## src/design/hrs_pkg.sv

```systemverilog
// Package with register map, field positions, reset values and states.
package hrs_pkg;
	localparam logic [7:0] ADDR_CONFIG = 8'h00;
	localparam logic [7:0] ADDR_FEED = 8'h04;
	localparam logic [7:0] ADDR_APPROACH = 8'h08;
	localparam logic [7:0] ADDR_CREEP = 8'h0C;
	localparam logic [7:0] ADDR_FINAL = 8'h10;
	localparam logic [7:0] ADDR_STATUS = 8'h14;
	localparam int CFG_ENABLE_BIT = 0;
	localparam int CFG_VAR_LO_BIT = 2;
	localparam int CFG_VAR_HI_BIT = 3;
	localparam int CFG_DIR_BIT = 4;
	localparam logic [15:0] CFG_RESET = 16'h0004;
	localparam logic [15:0] CFG_MASK = 16'h001D;
	localparam logic [1:0] VAR_ONE = 2'h0;
	localparam logic [1:0] VAR_TWO = 2'h1;
	localparam logic [1:0] VAR_BAD = 2'h2;
	localparam logic [1:0] VAR_THREE = 2'h3;
	localparam logic [31:0] FEED_RESET = 32'h000000C8;
	localparam logic [31:0] APPROACH_RESET = 32'h00000064;
	localparam logic [31:0] CREEP_RESET = 32'h00000032;
	localparam logic [31:0] FINAL_RESET = 32'h00002000;
	localparam logic [31:0] SPEED_MIN = 32'h00000001;
	localparam logic [31:0] SPEED_MAX = 32'h0003A980;
	localparam logic [1:0] HTRANS_NONSEQ = 2'h2;
	localparam logic [2:0] HSIZE_WORD = 3'h2;
	localparam logic [1:0] SEL_STOP = 2'h0;
	localparam logic [1:0] SEL_FEED = 2'h1;
	localparam logic [1:0] SEL_APPROACH = 2'h2;
	localparam logic [1:0] SEL_CREEP = 2'h3;
	typedef enum logic [3:0] {
		ST_IDLE = 4'h0,
		ST_REVERSE = 4'h1,
		ST_FEED = 4'h3,
		ST_APPROACH = 4'h2,
		ST_WAIT_LOW = 4'h6,
		ST_WAIT_INDEX = 4'h7,
		ST_FINAL = 4'h5,
		ST_DONE = 4'h4,
		ST_ERROR = 4'hC
	} hrs_state_e;
endpackage

```

## src/design/hrs_sync.sv

```systemverilog
// Two-stage synchroniser with edge detection on the settled value.
`timescale 1ns/100ps
module hrs_sync (
	input wire logic core_clk,
	input wire logic rst,
	input wire logic asyncIn,
	output logic syncOut,
	output logic riseOut,
	output logic fallOut
);
	logic meta_r;
	logic sync_r;
	logic last_r;

	always_ff @(posedge core_clk or posedge rst) begin
		if (rst) begin
			meta_r <= 1'b0;
			sync_r <= 1'b0;
			last_r <= 1'b0;
		end else begin
			meta_r <= asyncIn;
			sync_r <= meta_r;
			last_r <= sync_r;
		end
	end

	assign syncOut = sync_r;
	assign riseOut = sync_r & ~last_r;
	assign fallOut = ~sync_r & last_r;
endmodule

```

## src/design/home_return_sequencer.sv

```systemverilog
// Home-return sequencer with AHB-Lite register slave.
`timescale 1ns/100ps
module home_return_sequencer
	import hrs_pkg::*;
(
	input wire logic core_clk,
	input wire logic rst,
	input wire logic hsel,
	input wire logic [31:0] haddr,
	input wire logic [1:0] htrans,
	input wire logic hwrite,
	input wire logic [2:0] hsize,
	input wire logic hready,
	input wire logic [31:0] hwdata,
	output logic [31:0] hrdata,
	output logic hreadyout,
	output logic hresp,
	input wire logic homing_mode_select_n,
	input wire logic decel_limit_switch,
	input wire logic encoderIndex,
	input wire logic finalDistanceDone,
	output logic [31:0] speedCommand,
	output logic reverseDir,
	output logic motionActive,
	output logic finalTravelStart,
	output logic [31:0] finalTravelDistance,
	output logic homingDone,
	output logic positionError
);
	typedef struct packed {
		logic [15:0] cfg;
		logic [31:0] feed;
		logic [31:0] approach;
		logic [31:0] creep;
		logic [31:0] finalDist;
		logic wrPend;
		logic [7:0] wrAddr;
		logic [31:0] rdata;
		hrs_state_e state;
		logic [1:0] speedSel;
		logic rev;
		logic startPulse;
		logic done;
		logic posErr;
		logic [31:0] speedOut;
		logic reqPrev;
	} hrs_regs_s;

	hrs_regs_s cur_r;
	hrs_regs_s cur_nxt;
	logic modeSync;
	logic modeRise;
	logic modeFall;
	logic limitLvl;
	logic limitRise;
	logic limitFall;
	logic indexLvl;
	logic indexRise;
	logic indexFall;
	logic doneLvl;
	logic doneRise;
	logic doneFall;
	logic addrPhase;
	logic [1:0] variant;
	logic homeDir;
	logic [31:0] status;

	hrs_sync modeSyncI (.core_clk(core_clk), .rst(rst),
		.asyncIn(homing_mode_select_n), .syncOut(modeSync),
		.riseOut(modeRise), .fallOut(modeFall));
	hrs_sync limitSyncI (.core_clk(core_clk), .rst(rst),
		.asyncIn(decel_limit_switch), .syncOut(limitLvl),
		.riseOut(limitRise), .fallOut(limitFall));
	hrs_sync indexSyncI (.core_clk(core_clk), .rst(rst),
		.asyncIn(encoderIndex), .syncOut(indexLvl),
		.riseOut(indexRise), .fallOut(indexFall));
	hrs_sync doneSyncI (.core_clk(core_clk), .rst(rst),
		.asyncIn(finalDistanceDone), .syncOut(doneLvl),
		.riseOut(doneRise), .fallOut(doneFall));

	assign addrPhase = hsel & hready & htrans[1];
	assign variant = cur_r.cfg[CFG_VAR_HI_BIT:CFG_VAR_LO_BIT];
	assign homeDir = cur_r.cfg[CFG_DIR_BIT];
	assign status = {23'h000000, cur_r.reqPrev, cur_r.posErr, cur_r.done,
		1'b0, cur_r.state, 1'b0};

	function automatic logic [31:0] clampSpeed(input logic [31:0] v);
		logic [31:0] r;
		r = v;
		if (v < SPEED_MIN) begin
			r = SPEED_MIN;
		end else if (v > SPEED_MAX) begin
			r = SPEED_MAX;
		end
		return r;
	endfunction

	always_comb begin
		cur_nxt = cur_r;
		cur_nxt.startPulse = 1'b0;
		cur_nxt.rdata = 32'h00000000;
		// Bus data phase of a write lands here.
		if (cur_r.wrPend) begin
			cur_nxt.wrPend = 1'b0;
			unique case (cur_r.wrAddr)
				ADDR_CONFIG: cur_nxt.cfg = hwdata[15:0] & CFG_MASK;
				ADDR_FEED: cur_nxt.feed = clampSpeed(hwdata);
				ADDR_APPROACH: cur_nxt.approach = clampSpeed(hwdata);
				ADDR_CREEP: cur_nxt.creep = clampSpeed(hwdata);
				ADDR_FINAL: cur_nxt.finalDist = hwdata;
				default: cur_nxt.wrPend = 1'b0;
			endcase
		end
		if (addrPhase) begin
			cur_nxt.wrPend = hwrite;
			cur_nxt.wrAddr = haddr[7:0];
			if (!hwrite) begin
				unique case (haddr[7:0])
					ADDR_CONFIG: cur_nxt.rdata = {16'h0000, cur_r.cfg};
					ADDR_FEED: cur_nxt.rdata = cur_r.feed;
					ADDR_APPROACH: cur_nxt.rdata = cur_r.approach;
					ADDR_CREEP: cur_nxt.rdata = cur_r.creep;
					ADDR_FINAL: cur_nxt.rdata = cur_r.finalDist;
					ADDR_STATUS: cur_nxt.rdata = status;
					default: cur_nxt.rdata = 32'h00000000;
				endcase
			end
		end
		cur_nxt.reqPrev = ~modeSync;
		if (modeSync) begin
			cur_nxt.state = ST_IDLE;
			cur_nxt.speedSel = SEL_STOP;
		end else begin
			unique case (cur_r.state)
				ST_IDLE: begin
					if (modeFall && cur_r.cfg[CFG_ENABLE_BIT] &&
						variant != VAR_BAD) begin
						cur_nxt.done = 1'b0;
						cur_nxt.posErr = 1'b0;
						cur_nxt.rev = homeDir;
						unique case (variant)
							VAR_ONE: begin
								if (limitLvl) begin
									cur_nxt.state = ST_WAIT_LOW;
									cur_nxt.speedSel = SEL_APPROACH;
								end else begin
									cur_nxt.state = ST_FEED;
									cur_nxt.speedSel = SEL_FEED;
								end
							end
							VAR_TWO: begin
								// limit high is a position error
								if (limitLvl) begin
									cur_nxt.state = ST_ERROR;
									cur_nxt.posErr = 1'b1;
								end else begin
									cur_nxt.state = ST_APPROACH;
									cur_nxt.speedSel = SEL_APPROACH;
								end
							end
							default: begin
								if (limitLvl) begin
									cur_nxt.state = ST_WAIT_LOW;
									cur_nxt.speedSel = SEL_APPROACH;
								end else begin
									cur_nxt.state = ST_REVERSE;
									cur_nxt.speedSel = SEL_FEED;
									cur_nxt.rev = ~homeDir;
								end
							end
						endcase
					end
				end
				ST_REVERSE: begin
					if (limitRise) begin
						cur_nxt.state = ST_FEED;
						cur_nxt.rev = homeDir;
					end
				end
				ST_FEED: begin
					if (variant == VAR_ONE && limitRise) begin
						cur_nxt.state = ST_WAIT_LOW;
						cur_nxt.speedSel = SEL_APPROACH;
					end else if (variant == VAR_THREE && limitFall) begin
						cur_nxt.state = ST_WAIT_INDEX;
						cur_nxt.speedSel = SEL_APPROACH;
					end
				end
				ST_APPROACH: begin
					// rising limit gives creep and final travel
					if (limitRise) begin
						cur_nxt.state = ST_FINAL;
						cur_nxt.speedSel = SEL_CREEP;
						cur_nxt.startPulse = 1'b1;
					end
				end
				ST_WAIT_LOW: begin
					// limit back low arms index search
					if (limitFall) begin
						cur_nxt.state = ST_WAIT_INDEX;
					end
				end
				ST_WAIT_INDEX: begin
					// first index gives creep and travel
					if (indexRise) begin
						cur_nxt.state = ST_FINAL;
						cur_nxt.speedSel = SEL_CREEP;
						cur_nxt.startPulse = 1'b1;
					end
				end
				ST_FINAL: begin
					if (doneRise) begin
						cur_nxt.state = ST_DONE;
						cur_nxt.speedSel = SEL_STOP;
						cur_nxt.done = 1'b1;
					end
				end
				ST_DONE: cur_nxt.state = ST_DONE;
				ST_ERROR: cur_nxt.speedSel = SEL_STOP;
				default: cur_nxt.state = ST_IDLE;
			endcase
		end
		// reverse leg stops for one cycle on its edge
		if (cur_r.state == ST_REVERSE && limitRise) begin
			cur_nxt.speedOut = 32'h00000000;
		end else begin
			unique case (cur_nxt.speedSel)
				SEL_FEED: cur_nxt.speedOut = cur_nxt.feed;
				SEL_APPROACH: cur_nxt.speedOut = cur_nxt.approach;
				SEL_CREEP: cur_nxt.speedOut = cur_nxt.creep;
				default: cur_nxt.speedOut = 32'h00000000;
			endcase
		end
	end

	always_ff @(posedge core_clk or posedge rst) begin
		if (rst) begin
			cur_r <= '{cfg: CFG_RESET, feed: FEED_RESET,
				approach: APPROACH_RESET, creep: CREEP_RESET,
				finalDist: FINAL_RESET, wrPend: 1'b0, wrAddr: 8'h00,
				rdata: 32'h00000000, state: ST_IDLE, speedSel: SEL_STOP,
				rev: 1'b0, startPulse: 1'b0, done: 1'b0, posErr: 1'b0,
				speedOut: 32'h00000000, reqPrev: 1'b0};
		end else begin
			cur_r <= cur_nxt;
		end
	end

	assign hrdata = cur_r.rdata;
	assign hreadyout = 1'b1;
	assign hresp = 1'b0;
	assign speedCommand = cur_r.speedOut;
	assign reverseDir = cur_r.rev;
	assign motionActive = (cur_r.speedSel != SEL_STOP);
	assign finalTravelStart = cur_r.startPulse;
	assign finalTravelDistance = cur_r.finalDist;
	assign homingDone = cur_r.done;
	assign positionError = cur_r.posErr;
endmodule

```

## config.mk

```make
export PLATFORM = sky130hd
export DESIGN_NAME = home_return_sequencer
export DESIGN_NICKNAME = d
export VERILOG_FILES = /design/src/design/hrs_pkg.sv /design/src/design/hrs_sync.sv /design/src/design/home_return_sequencer.sv
export SDC_FILE = /design/constraint.sdc
export NUM_CORES = 1
export LEC_CHECK = 0
export BUFFER_PORTS_ARGS = -buffer_cell sky130_fd_sc_hd__buf_2
export CAP_MARGIN = 20
export CORE_MARGIN = 8
export CORE_UTILIZATION = 51
export DETAILED_ROUTE_END_ITERATION = 7
export PLACE_DENSITY_LB_ADDON = 0.05
export SYNTH_ARGS = -nofsm -noshare
export SYNTH_HDL_FRONTEND = slang
export SYNTH_SLANG_ARGS = --single-unit
```

## constraint.sdc

```tcl
create_clock -name core_clk -period 6.4 [get_ports core_clk]
set_clock_uncertainty 0.15 [all_clocks]
set_input_delay 0.32 -clock core_clk [delete_from_list [all_inputs] [get_ports core_clk]]
set_output_delay 0.32 -clock core_clk [all_outputs]
set_load 0.01 [all_outputs]
```

==> out/metrics.cfg, run 1 <==
[timing]
fin_setup_tns_ns = 0
finalMaxSlewViolations = 0
tightest_slew_ns = 1.11
hold_ws_ns = 0.0134
rsz0062_at_grt = false
finalCriticalPeriod_ns = 3.74
finalHoldViolations = 0
period_share = 0.584
slew-limit-headroom = 0.256
fmax_mhz = 267
final-setup-viol-count = 0

[route]
wl_per_cell_microns = 21.3
wl_met3_mm = 1.71
avgViaCountPerCell = 5.78
num_vias = 7921
wl_met1_mm = 13.6
drtAntennaViolNets = 0
routed_wl_mm = 29.3
drc = 0
dr_wl_met2_mm = 13.5
top_layer = met4
dr.first_iter.drc_count = 596
dr.pass1.iters = 5

[flow_run]
cap_violations = 0

[worst_setup_path]
worstSetupPathType = flop to flop
worstPathMaxFanout = 18
critPathSlowestCell = o31a_1
rr_worst_depth = 6
cp_top_family = compound AO/OA/AOI/OAI gates
reg2reg_slack_ns = 2.66
worstPathRequired_ns = 6.66
reg2reg_to = speedCommand[13]$_DFF_PP0_
crit_path_max_incr_delay_ns = 0.83
worst_ep_arrival_time_ns = 4.00
r2r_start = cur_r[42]$_DFFE_PP0P_
crit_buf_inv = 0
start_kind = flop
crit_chain = or4_1 > nor3_1 > a211o_1 > o31a_1 > nand3b_4 > o22ai_1
end_kind = flop

[final_layout]
area_growth_pct = 14.0
layout-drive-gt1-share = 0.267
antennaDiodeCount = 0
finalNetCount = 1155

[placed_design]
dp_hpwl_mm = 18.0
place.port_buffers = 150
gp_congestion = 0.860

[yosys]
yosysWarnings = 0
synthArstFlopShare = 1.00
avgSynthCellArea_sq_um = 10.7
synth_seq_cells = 228
ys_seq_area_frac = 0.527
synth_edf_count = 0
synthesis.area_sq_um = 10900
syn_nets = 1089
synth_cell_types = 69
synthCells = 1011
ys_dominant_reg_cell = dfrtp_1

[hold_path]
holdPathStages = 2
min_from = hwdata[10]
hold_end = finalTravelDistance[10]$_DFFE_PP0P_
hp-class = input pin to flop

[pwr]
seqPwrFrac = 0.453
fin_total_pwr_mw = 3.39
internal_power_mw = 2.60
ir_drop_mv = 0.156
p_leak_nw = 5.76
power.net_switching_mw = 0.782
clkPwrFrac = 0.468
swShare = 0.231
comb_power_share = 0.078
p_per_area_nw_per_um2 = 274

[clock_network]
root_buffer = clkbuf_16
htreeDepth = 1
path_clk_slew_ns = 0.06
worstSkewPairLatency_ns = 0.52
cts_tree = yes
numCtsBuffers = 25
clock_sinks = 228
max-clock-path-buffers = 3

[die]
start_util = 0.518
die_w_microns = 162
row_count = 53
fp.coreArea_sq_um = 21000
dieArea_sq_um = 26200
ios = 181
die_h_microns = 162

[grt]
grt.overflow.total = 0
grt_pass1_wl_mm = 46.5
grt_pass1_vias = 8152
grt_max_degree = 195
grt_util_all_layers = 0.222
antenna_found_initial = 0

[run_status]
outcome = finished clean

[through the flow]
step	worst slack, ns	instance area [sq um]	std cells	utilization
5_1_grt	2.49	12400	1371	0.590
3_3_place_gp	2.71	11100	1286	0.528
6_report	2.66	12400	1371	0.590
4_1_cts	2.71	12400	1371	0.590
3_5_place_dp	2.72	11100	1286	0.528
2_1_floorplan	2.96	10900	1011	-
[kinds of logic (layout without fill, tap and decap cells)]
| group | count (synthesis) | count (layout) | share of synthesized area |
|---|---|---|---|
| multiplexers | 57 | 57 | 0.0574 |
| AO/OA/AOI/OAI | 228 | 228 | 0.152 |
| flip-flops | 228 | 228 | 0.527 |
| XOR/XNOR | 1 | 1 | 0.000807 |
| buffers and inverters | 198 | 283 | 0.108 |
| AND/OR/NAND/NOR | 297 | 297 | 0.154 |
| other | 2 | 2 | 0.000692 |
[what timing repair did]
action | in CTS | in global routing
buffers inserted | 0 | 0
hold buffers | 39 | 0
endpoints found under the hold margin | 85 | 0
resized for setup | 0 | 0
[worst reg2reg max path, cell delays in order, from the launching register on]
cell,delay (ns)
dfrtp_1,0.55
or4_1,0.61
nor3_1,0.35
a211o_1,0.29
o31a_1,0.83
nand3b_4,0.47
o22ai_1,0.38
[power groups by stage]
stage / clock (mW) / combinational (mW) / sequential, mW
after floorplan: 0 / 0.191 / 1.54
after global placement: 0 / 0.247 / 1.56
after detailed placement: 0 / 0.249 / 1.56
after CTS: 1.62 / 0.268 / 1.53
after global routing: 1.67 / 0.292 / 1.54
final: 1.59 / 0.265 / 1.54
[layer usage]
| layer | GRT usage | vias to the layer above |
|---|---|---|
| met5 | 0 | - |
| met4 | 0.0530 | 0 |
| met3 | 0.0362 | 29 |
| met2 | 0.348 | 244 |
| met1 | 0.316 | 3972 |
| li1 | - | 3676 |
[cells in the mapped netlist (16+ instances only)]
master      n  share of area
a31oi_1    23          0.013
buf_4     102          0.071
a21oi_1    38          0.018
inv_1      31          0.011
nand4_1    32          0.018
nor2_1     73          0.025
nand2_1    51          0.018
mux2_2     42          0.044
dfrtp_1   217           0.50
nand3b_1   16          0.011
buf_2      20         0.0092
clkbuf_1   39          0.013
a22oi_1    41          0.028
and2_1     55          0.032
a22o_1     27          0.022
o21ai_0    22          0.010
[cell usage in the layout (no fill, tap or decap), types with 5 or more instances in the layout]
cell type,n
nor2b_1,9
inv_1,30
a32o_1,10
and2_1,55
dfstp_2,11
a31oi_1,23
a32oi_1,6
nor2_1,72
a21oi_1,38
a22o_1,27
a22oi_1,41
o32ai_1,11
nand4_1,32
buf_2,150
nand3b_1,16
dlygate4sd3_1,39
bufinv_16,6
nor3_1,7
buf_4,16
o21ai_0,22
mux2_2,42
or4_1,5
o22ai_1,12
nor4_1,7
a31o_2,11
clkbuf_16,25
nand2_1,50
dfrtp_1,217
nand2b_1,8
mux2i_1,15
[worst max path at each step]
stage	from	to	slack, ns	depth (start not counted)
final	cur_r[42]$_DFFE_PP0P_	speedCommand[13]$_DFF_PP0_	2.66	6
after global routing	cur_r[40]$_DFFE_PP0P_	speedCommand[8]$_DFF_PP0_	2.49	6
after CTS	cur_r[40]$_DFFE_PP0P_	speedCommand[4]$_DFF_PP0_	2.71	6
after detailed placement	cur_r[42]$_DFFE_PP0P_	speedCommand[4]$_DFF_PP0_	2.72	6
after global placement	cur_r[40]$_DFFE_PP0P_	speedCommand[8]$_DFF_PP0_	2.71	6
after floorplan	rst	cur_r[0]$_DFF_PP0_	2.96	1
[final cells by class]
class | count | area (sq um)
Tap cell | 275 | 344
Sequential cell | 228 | 5720
Multi-Input combinational cell | 585 | 3990
Inverter | 31 | 120
Clock inverter | 13 | 225
Fill cell | 1805 | 8580
Timing Repair Buffer | 206 | 1280
Clock buffer | 33 | 696
[sequential cells by signal, indices dropped and copies added, names as in the netlist, 32 cells and up]
name and flops:
cur_r 116, speedCommand 32, finalTravelDistance 32, hrdata 32
Note: power is estimated with default switching activity, not from simulation.
==> run 2, diff against run 1 <==
CORE_UTILIZATION = 57   (was 51)
clock period = 3.5 ns   (was 6.4 ns; I/O delays follow)
==> out/metrics.cfg, run 2 (synthesis results as in run 1) <==
[route]
dr.first_iter.drc_count = 500  ; -16%
routed_wl_mm = 29.4  ; +0.63%
avgViaCountPerCell = 6.02  ; +4.2%
num_vias = 8137  ; +2.7%
drc = 0  ; unchanged
dr.pass1.iters = 5  ; unchanged
wl_per_cell_microns = 21.8  ; +2.1%
drtAntennaViolNets = 0  ; unchanged

[timing]
finalCriticalPeriod_ns = 3.05  ; -0.688 ns
fmax_mhz = 328  ; +23%
rsz0062_at_grt = false
slew-limit-headroom = 0.470  ; +0.214
finalHoldViolations = 0  ; unchanged
fin_ws_ns = 0.448  ; -2.21 ns
tightest_slew_ns = 0.788  ; -0.326 ns
final-setup-viol-count = 0  ; unchanged
fin_setup_tns_ns = 0  ; unchanged
period_share = 0.872  ; +0.288
hold_ws_ns = 0.0566  ; +0.0432 ns
finalMaxSlewViolations = 0  ; unchanged

[pwr]
seqPwrFrac = 0.463  ; +0.010
clkPwrFrac = 0.454  ; -0.014
swShare = 0.233  ; +0.00155
ir_drop_mv = 0.363  ; +130%
p_leak_nw = 5.86  ; +1.6%
internal_power_mw = 4.66  ; +79%
power.net_switching_mw = 1.41  ; +80%
p_per_area_nw_per_um2 = 486  ; +78%
comb_power_share = 0.083  ; +0.005

[grt]
grt_pass1_wl_mm = 46.8  ; +0.73%
grt_pass1_vias = 8287  ; +1.7%
grt.overflow.total = 0  ; unchanged
grt_util_all_layers = 0.245  ; +0.0232
grt_max_degree = 107  ; -45%
antenna_found_initial = 1  ; +1

[final_layout]
layout-drive-gt1-share = 0.272  ; +0.00507
fin_util = 0.667  ; +0.0765
finalNetCount = 1177  ; +1.9%
final_common_cell = dfrtp_1
nFillCells = 1504  ; -17%
largest_reg_flops = 116  ; unchanged
regMostFlops = cur_r
area_growth_pct = 15.0
postLayoutCellArea_sq_um = 12500  ; +0.83%
mostFrequentLayoutCells = dfrtp_1, buf_2, nor2_1

[worst_setup_path]
worstSetupPathType = flop to flop
rr_worst_depth = 7  ; +1
worstPathMaxFanout = 24  ; +6
worstPathRequired_ns = 3.69  ; -2.97 ns
critPathSlowestCell = dfrtp_1
end_kind = flop
worst_ep_arrival_time_ns = 3.24  ; -0.76 ns
crit_chain = nor2b_1 > and3_1 > a211oi_1 > a31oi_4 > buf_4 > o21ai_2 > a31oi_1
start_kind = flop
crit_path_max_incr_delay_ns = 0.72  ; -0.11 ns

[die]
die_w_microns = 154  ; -4.9%
dieArea_sq_um = 23700  ; -9.5%
row_count = 50  ; -5.7%
start_util = 0.580  ; +0.0623
ios = 181  ; unchanged
die_h_microns = 154  ; -4.9%
fp.coreArea_sq_um = 18700  ; -11%

[flow_run]
cap_violations = 0  ; unchanged

[hold_path]
hp-class = input pin to flop
holdPathStages = 2  ; unchanged

[clock_network]
max-clock-path-buffers = 3  ; unchanged
post_cts_resized = 0  ; unchanged
cts_tree = yes
numCtsBuffers = 24  ; -4.0%
path_clk_slew_ns = 0.06  ; about the same
htreeDepth = 1  ; unchanged
postCtsSetupBuffers = 0  ; unchanged
clock_sinks = 228  ; unchanged
root_buffer = clkbuf_16
hold_buffers = 45  ; +15%
worstSkewPairLatency_ns = 0.51  ; about the same

[placed_design]
gp_congestion = 0.828  ; -3.8%
post-place-ws_ns = 0.515  ; -2.21 ns
place.port_buffers = 150  ; unchanged
place_area_sq_um = 11200  ; +0.86%
dp_hpwl_mm = 18.5  ; +2.8%

[run_status]
outcome = finished clean

==> run 2: changes by cell type in the layout (fill, tap and decap cells not counted), sizes merged <==
cell	change
bufinv	-2
dlygate4sd3	+6
diode	+1
buf	+17
inv	-1
clkinv	-2
clkbuf	+2
==> run 2: final cells by class <==
cell class,instances,area [sq um],area share
timing repair buffer,229,1490,0.120
multi-input combinational,585,3980,0.319
clock inverter,8,143,0.0114
clock buffer,35,723,0.0580
tap,234,293,0.0235
antenna,1,2.50,0.000201
sequential,228,5720,0.459
inverter,31,120,0.00963
==> run 2: worst paths after layout <==
check / to / slack (ns) / start
worst max-delay path: speedCommand[21]$_DFF_PP0_ / 0.45 / cur_r[39]$_DFFE_PP0P_
worst min-delay path: cur_r[79]$_DFFE_PP0P_ / 0.06 / haddr[4]
worst max register to register: speedCommand[21]$_DFF_PP0_ / 0.45 / cur_r[39]$_DFFE_PP0P_
worst min register to register: indexSyncI.syncOut$_DFF_PP0_ / 0.20 / indexSyncI.meta_r$_DFF_PP0_
max in group asynchronous: cur_r[177]$_DFF_PP0_ / 2.11 / rst
min in group asynchronous: cur_r[82]$_DFFE_PP0P_ / 0.15 / rst
==> run 2: layer usage <==
| layer | vias up | share of wire | track usage |
|---|---|---|---|
| met3 | 35 | 0.055 | 0.0348 |
| met1 | 4108 | 0.46 | 0.346 |
| li1 | 3715 | - | - |
| met5 | - | 0 | 0 |
| met2 | 279 | 0.47 | 0.394 |
| met4 | 0 | 0.017 | 0.0555 |
==> run 2: metrics by stage <==
stage               cells  power, mW
finish               1351       6.07
global route         1351       6.26
CTS                  1350       6.10
detailed placement   1262       3.31
global placement     1262       3.31
floorplan            1011       3.17
==> run 2: worst max-delay path: cells and delay by family, from the launching register on <==
family | cells | cell delay [ns]
flip-flops | 1 | 0.72
AO/OA/AOI/OAI | 4 | 1.38
AND/OR/NAND/NOR | 2 | 0.37
buffers and inverters | 1 | 0.24
==> run 2: power by group through the flow <==
stage          clock [mW]  sequential [mW]  combinational [mW]
6_report             2.75             2.81               0.504
5_1_grt              2.89             2.82               0.552
4_1_cts              2.79             2.80               0.505
3_5_place_dp            0             2.85               0.464
3_3_place_gp            0             2.85               0.461
2_1_floorplan           0             2.82               0.349
==> run 3, diff against run 2 <==
CORE_UTILIZATION = 60   (was 57)
clock period = 3.7 ns   (was 3.5 ns; I/O delays follow)
==> out/metrics.cfg, run 3 (synthesis results as in run 1) <==
[final_layout]
largest_reg_flops = 116  ; unchanged
layout-drive-gt1-share = 0.269  ; -0.00310
regMostFlops = cur_r
instances_no_fill = 1343  ; -0.59%
antennaDiodeCount = 0  ; -1
finalNetCount = 1176  ; -0.085%
postLayoutCellArea_sq_um = 12400  ; -0.49%
area_growth_pct = 14.4
final_common_cell = dfrtp_1
mostFrequentLayoutCells = dfrtp_1, buf_2, nor2_1

[worst_setup_path]
critPathSlowestCell = nor4_1
end_kind = flop
crit_chain = nor4_1 > o211ai_1 > o32a_1 > a31oi_4 > nand2_2 > o32ai_1
worstPathMaxFanout = 18  ; -25%
worstSetupPathType = flop to flop
worstSetupStartpoint = cur_r[42]$_DFFE_PP0P_
worstPathRequired_ns = 3.95  ; +0.26 ns
r2r_start = cur_r[42]$_DFFE_PP0P_
worst_ep_arrival_time_ns = 3.34  ; +0.10 ns
crit_path_max_incr_delay_ns = 0.64  ; -0.08 ns
start_kind = flop

[timing]
rsz0062_at_grt = false
finalHoldViolations = 0  ; unchanged
fmax_mhz = 323  ; -1.5%
tightest_slew_ns = 0.862  ; +0.0737 ns
final-setup-viol-count = 0  ; unchanged
hold_ws_ns = 0.0669  ; +0.0103 ns
period_share = 0.837  ; -0.0348
finalCriticalPeriod_ns = 3.10  ; +0.0458 ns
fin_setup_tns_ns = 0  ; unchanged
slew-limit-headroom = 0.421  ; -0.0496
finalMaxSlewViolations = 0  ; unchanged

[pwr]
swShare = 0.234  ; +0.00162
p_per_area_nw_per_um2 = 453  ; -6.8%
internal_power_mw = 4.31  ; -7.5%
power.net_switching_mw = 1.32  ; -6.6%
p_leak_nw = 5.83  ; -0.46%
fin_total_pwr_mw = 5.62  ; -7.3%
seqPwrFrac = 0.472  ; +0.009
clkPwrFrac = 0.443  ; -0.011
ir_drop_mv = 0.368  ; +1.4%
comb_power_share = 0.085  ; +0.002

[grt]
grt_max_degree = 122  ; +14%
grt_pass1_vias = 8399  ; +1.4%
grt.overflow.total = 0  ; unchanged
antenna_found_initial = 0  ; -1
grt_util_all_layers = 0.260  ; +0.0154
grt_pass1_wl_mm = 46.4  ; -0.82%

[clock_network]
max-clock-path-buffers = 3  ; unchanged
root_buffer = clkbuf_16
worstSkewPairLatency_ns = 0.51  ; about the same
path_clk_slew_ns = 0.06  ; about the same
clock_sinks = 228  ; unchanged
htreeDepth = 1  ; unchanged
cts_tree = yes
numCtsBuffers = 25  ; +4.2%

[route]
dr.first_iter.drc_count = 680  ; +36%
wl_met3_mm = 2.06  ; +26%
drc = 0  ; unchanged
dr.pass1.iters = 6  ; +1
top_layer = met4
num_vias = 8169  ; +0.39%
wl_per_cell_microns = 21.8  ; about the same
dr_wl_met2_mm = 13.9  ; about the same
avgViaCountPerCell = 6.08  ; +0.99%
wl_met1_mm = 12.6  ; -5.9%
routed_wl_mm = 29.2  ; -0.65%
drtAntennaViolNets = 0  ; unchanged

[placed_design]
gp_congestion = 0.888  ; +7.2%
place.port_buffers = 150  ; unchanged
dp_hpwl_mm = 18.0  ; -2.5%
dp.cells = 1255  ; -0.55%
place_area_sq_um = 11100  ; -0.19%

[run_status]
outcome = finished clean

[hold_path]
min_from = hready
hp-class = input pin to flop

[die]
dieArea_sq_um = 22600  ; -4.5%
fp.coreArea_sq_um = 17800  ; -4.6%
die_w_microns = 150  ; -2.3%
row_count = 49  ; -2.0%
die_h_microns = 150  ; -2.3%
ios = 181  ; unchanged
start_util = 0.608  ; +0.0281

[flow_run]
cap_violations = 0  ; unchanged

==> run 3: cell count changes in the layout (fill, tap and decap cells not counted), sizes merged <==
cell,change
clkinvlp,-1
diode,-1
clkinv,-1
clkbuf,+4
bufinv,-2
buf,-2
==> run 3: power groups by stage <==
stage               registers [mW]  clock network (mW)  logic (mW)
floorplan                     2.67                   0       0.330
global route                  2.67                2.62       0.520
finish                        2.66                2.49       0.475
global placement              2.70                   0       0.431
CTS                           2.66                2.52       0.475
detailed placement            2.70                   0       0.436
==> run 3: worst paths after layout <==
path / endpoint / slack [ns] / cells after the start
worst max-delay path: speedCommand[9]$_DFF_PP0_ / 0.60 / 6
max in group asynchronous: cur_r[162]$_DFF_PP0_ / 2.59 / 4
worst max register to register: speedCommand[9]$_DFF_PP0_ / 0.60 / 6
worst min-delay path: cur_r[79]$_DFFE_PP0P_ / 0.07 / 4
worst min register to register: indexSyncI.syncOut$_DFF_PP0_ / 0.20 / 0
min in group asynchronous: hrdata[29]$_DFF_PP0_ / 0.26 / 4
==> run 3: what timing repair did <==
action | CTS | global route
hold endpoints to repair | 323 | 0
resized for setup | 0 | 0
hold buffers | 45 | 0
buffers inserted | 0 | 0
==> run 3: final cells by class <==
class / instances / area (sq um)
clock buffers: 39 / 758
clock inverters: 4 / 70.1
fillers: 1338 / 5430
inverters: 31 / 120
multi-input cells: 585 / 3980
flip-flops and latches: 228 / 5720
well taps: 229 / 287
repair buffers: 227 / 1480
==> run 3: critical path: cells and delay by family (launching register included) <==
family | cells | cell delay [ns]
compound gates | 4 | 1.24
simple gates | 2 | 1.04
flops | 1 | 0.54
==> run 3: per-layer routing <==
metal  global-route usage  vias up
met4               0.0780        0
met3               0.0505       52
met2                0.420      322
met5                    0        -
met1                0.351     4076
li1                     -     3719
==> run 3: through the flow <==
stage | setup WS [ns] | util
after floorplan | 0.394 | -
after global placement | 0.686 | 0.624
after detailed placement | 0.655 | 0.624
after CTS | 0.640 | 0.696
after global routing | 0.314 | 0.696
final | 0.602 | 0.696
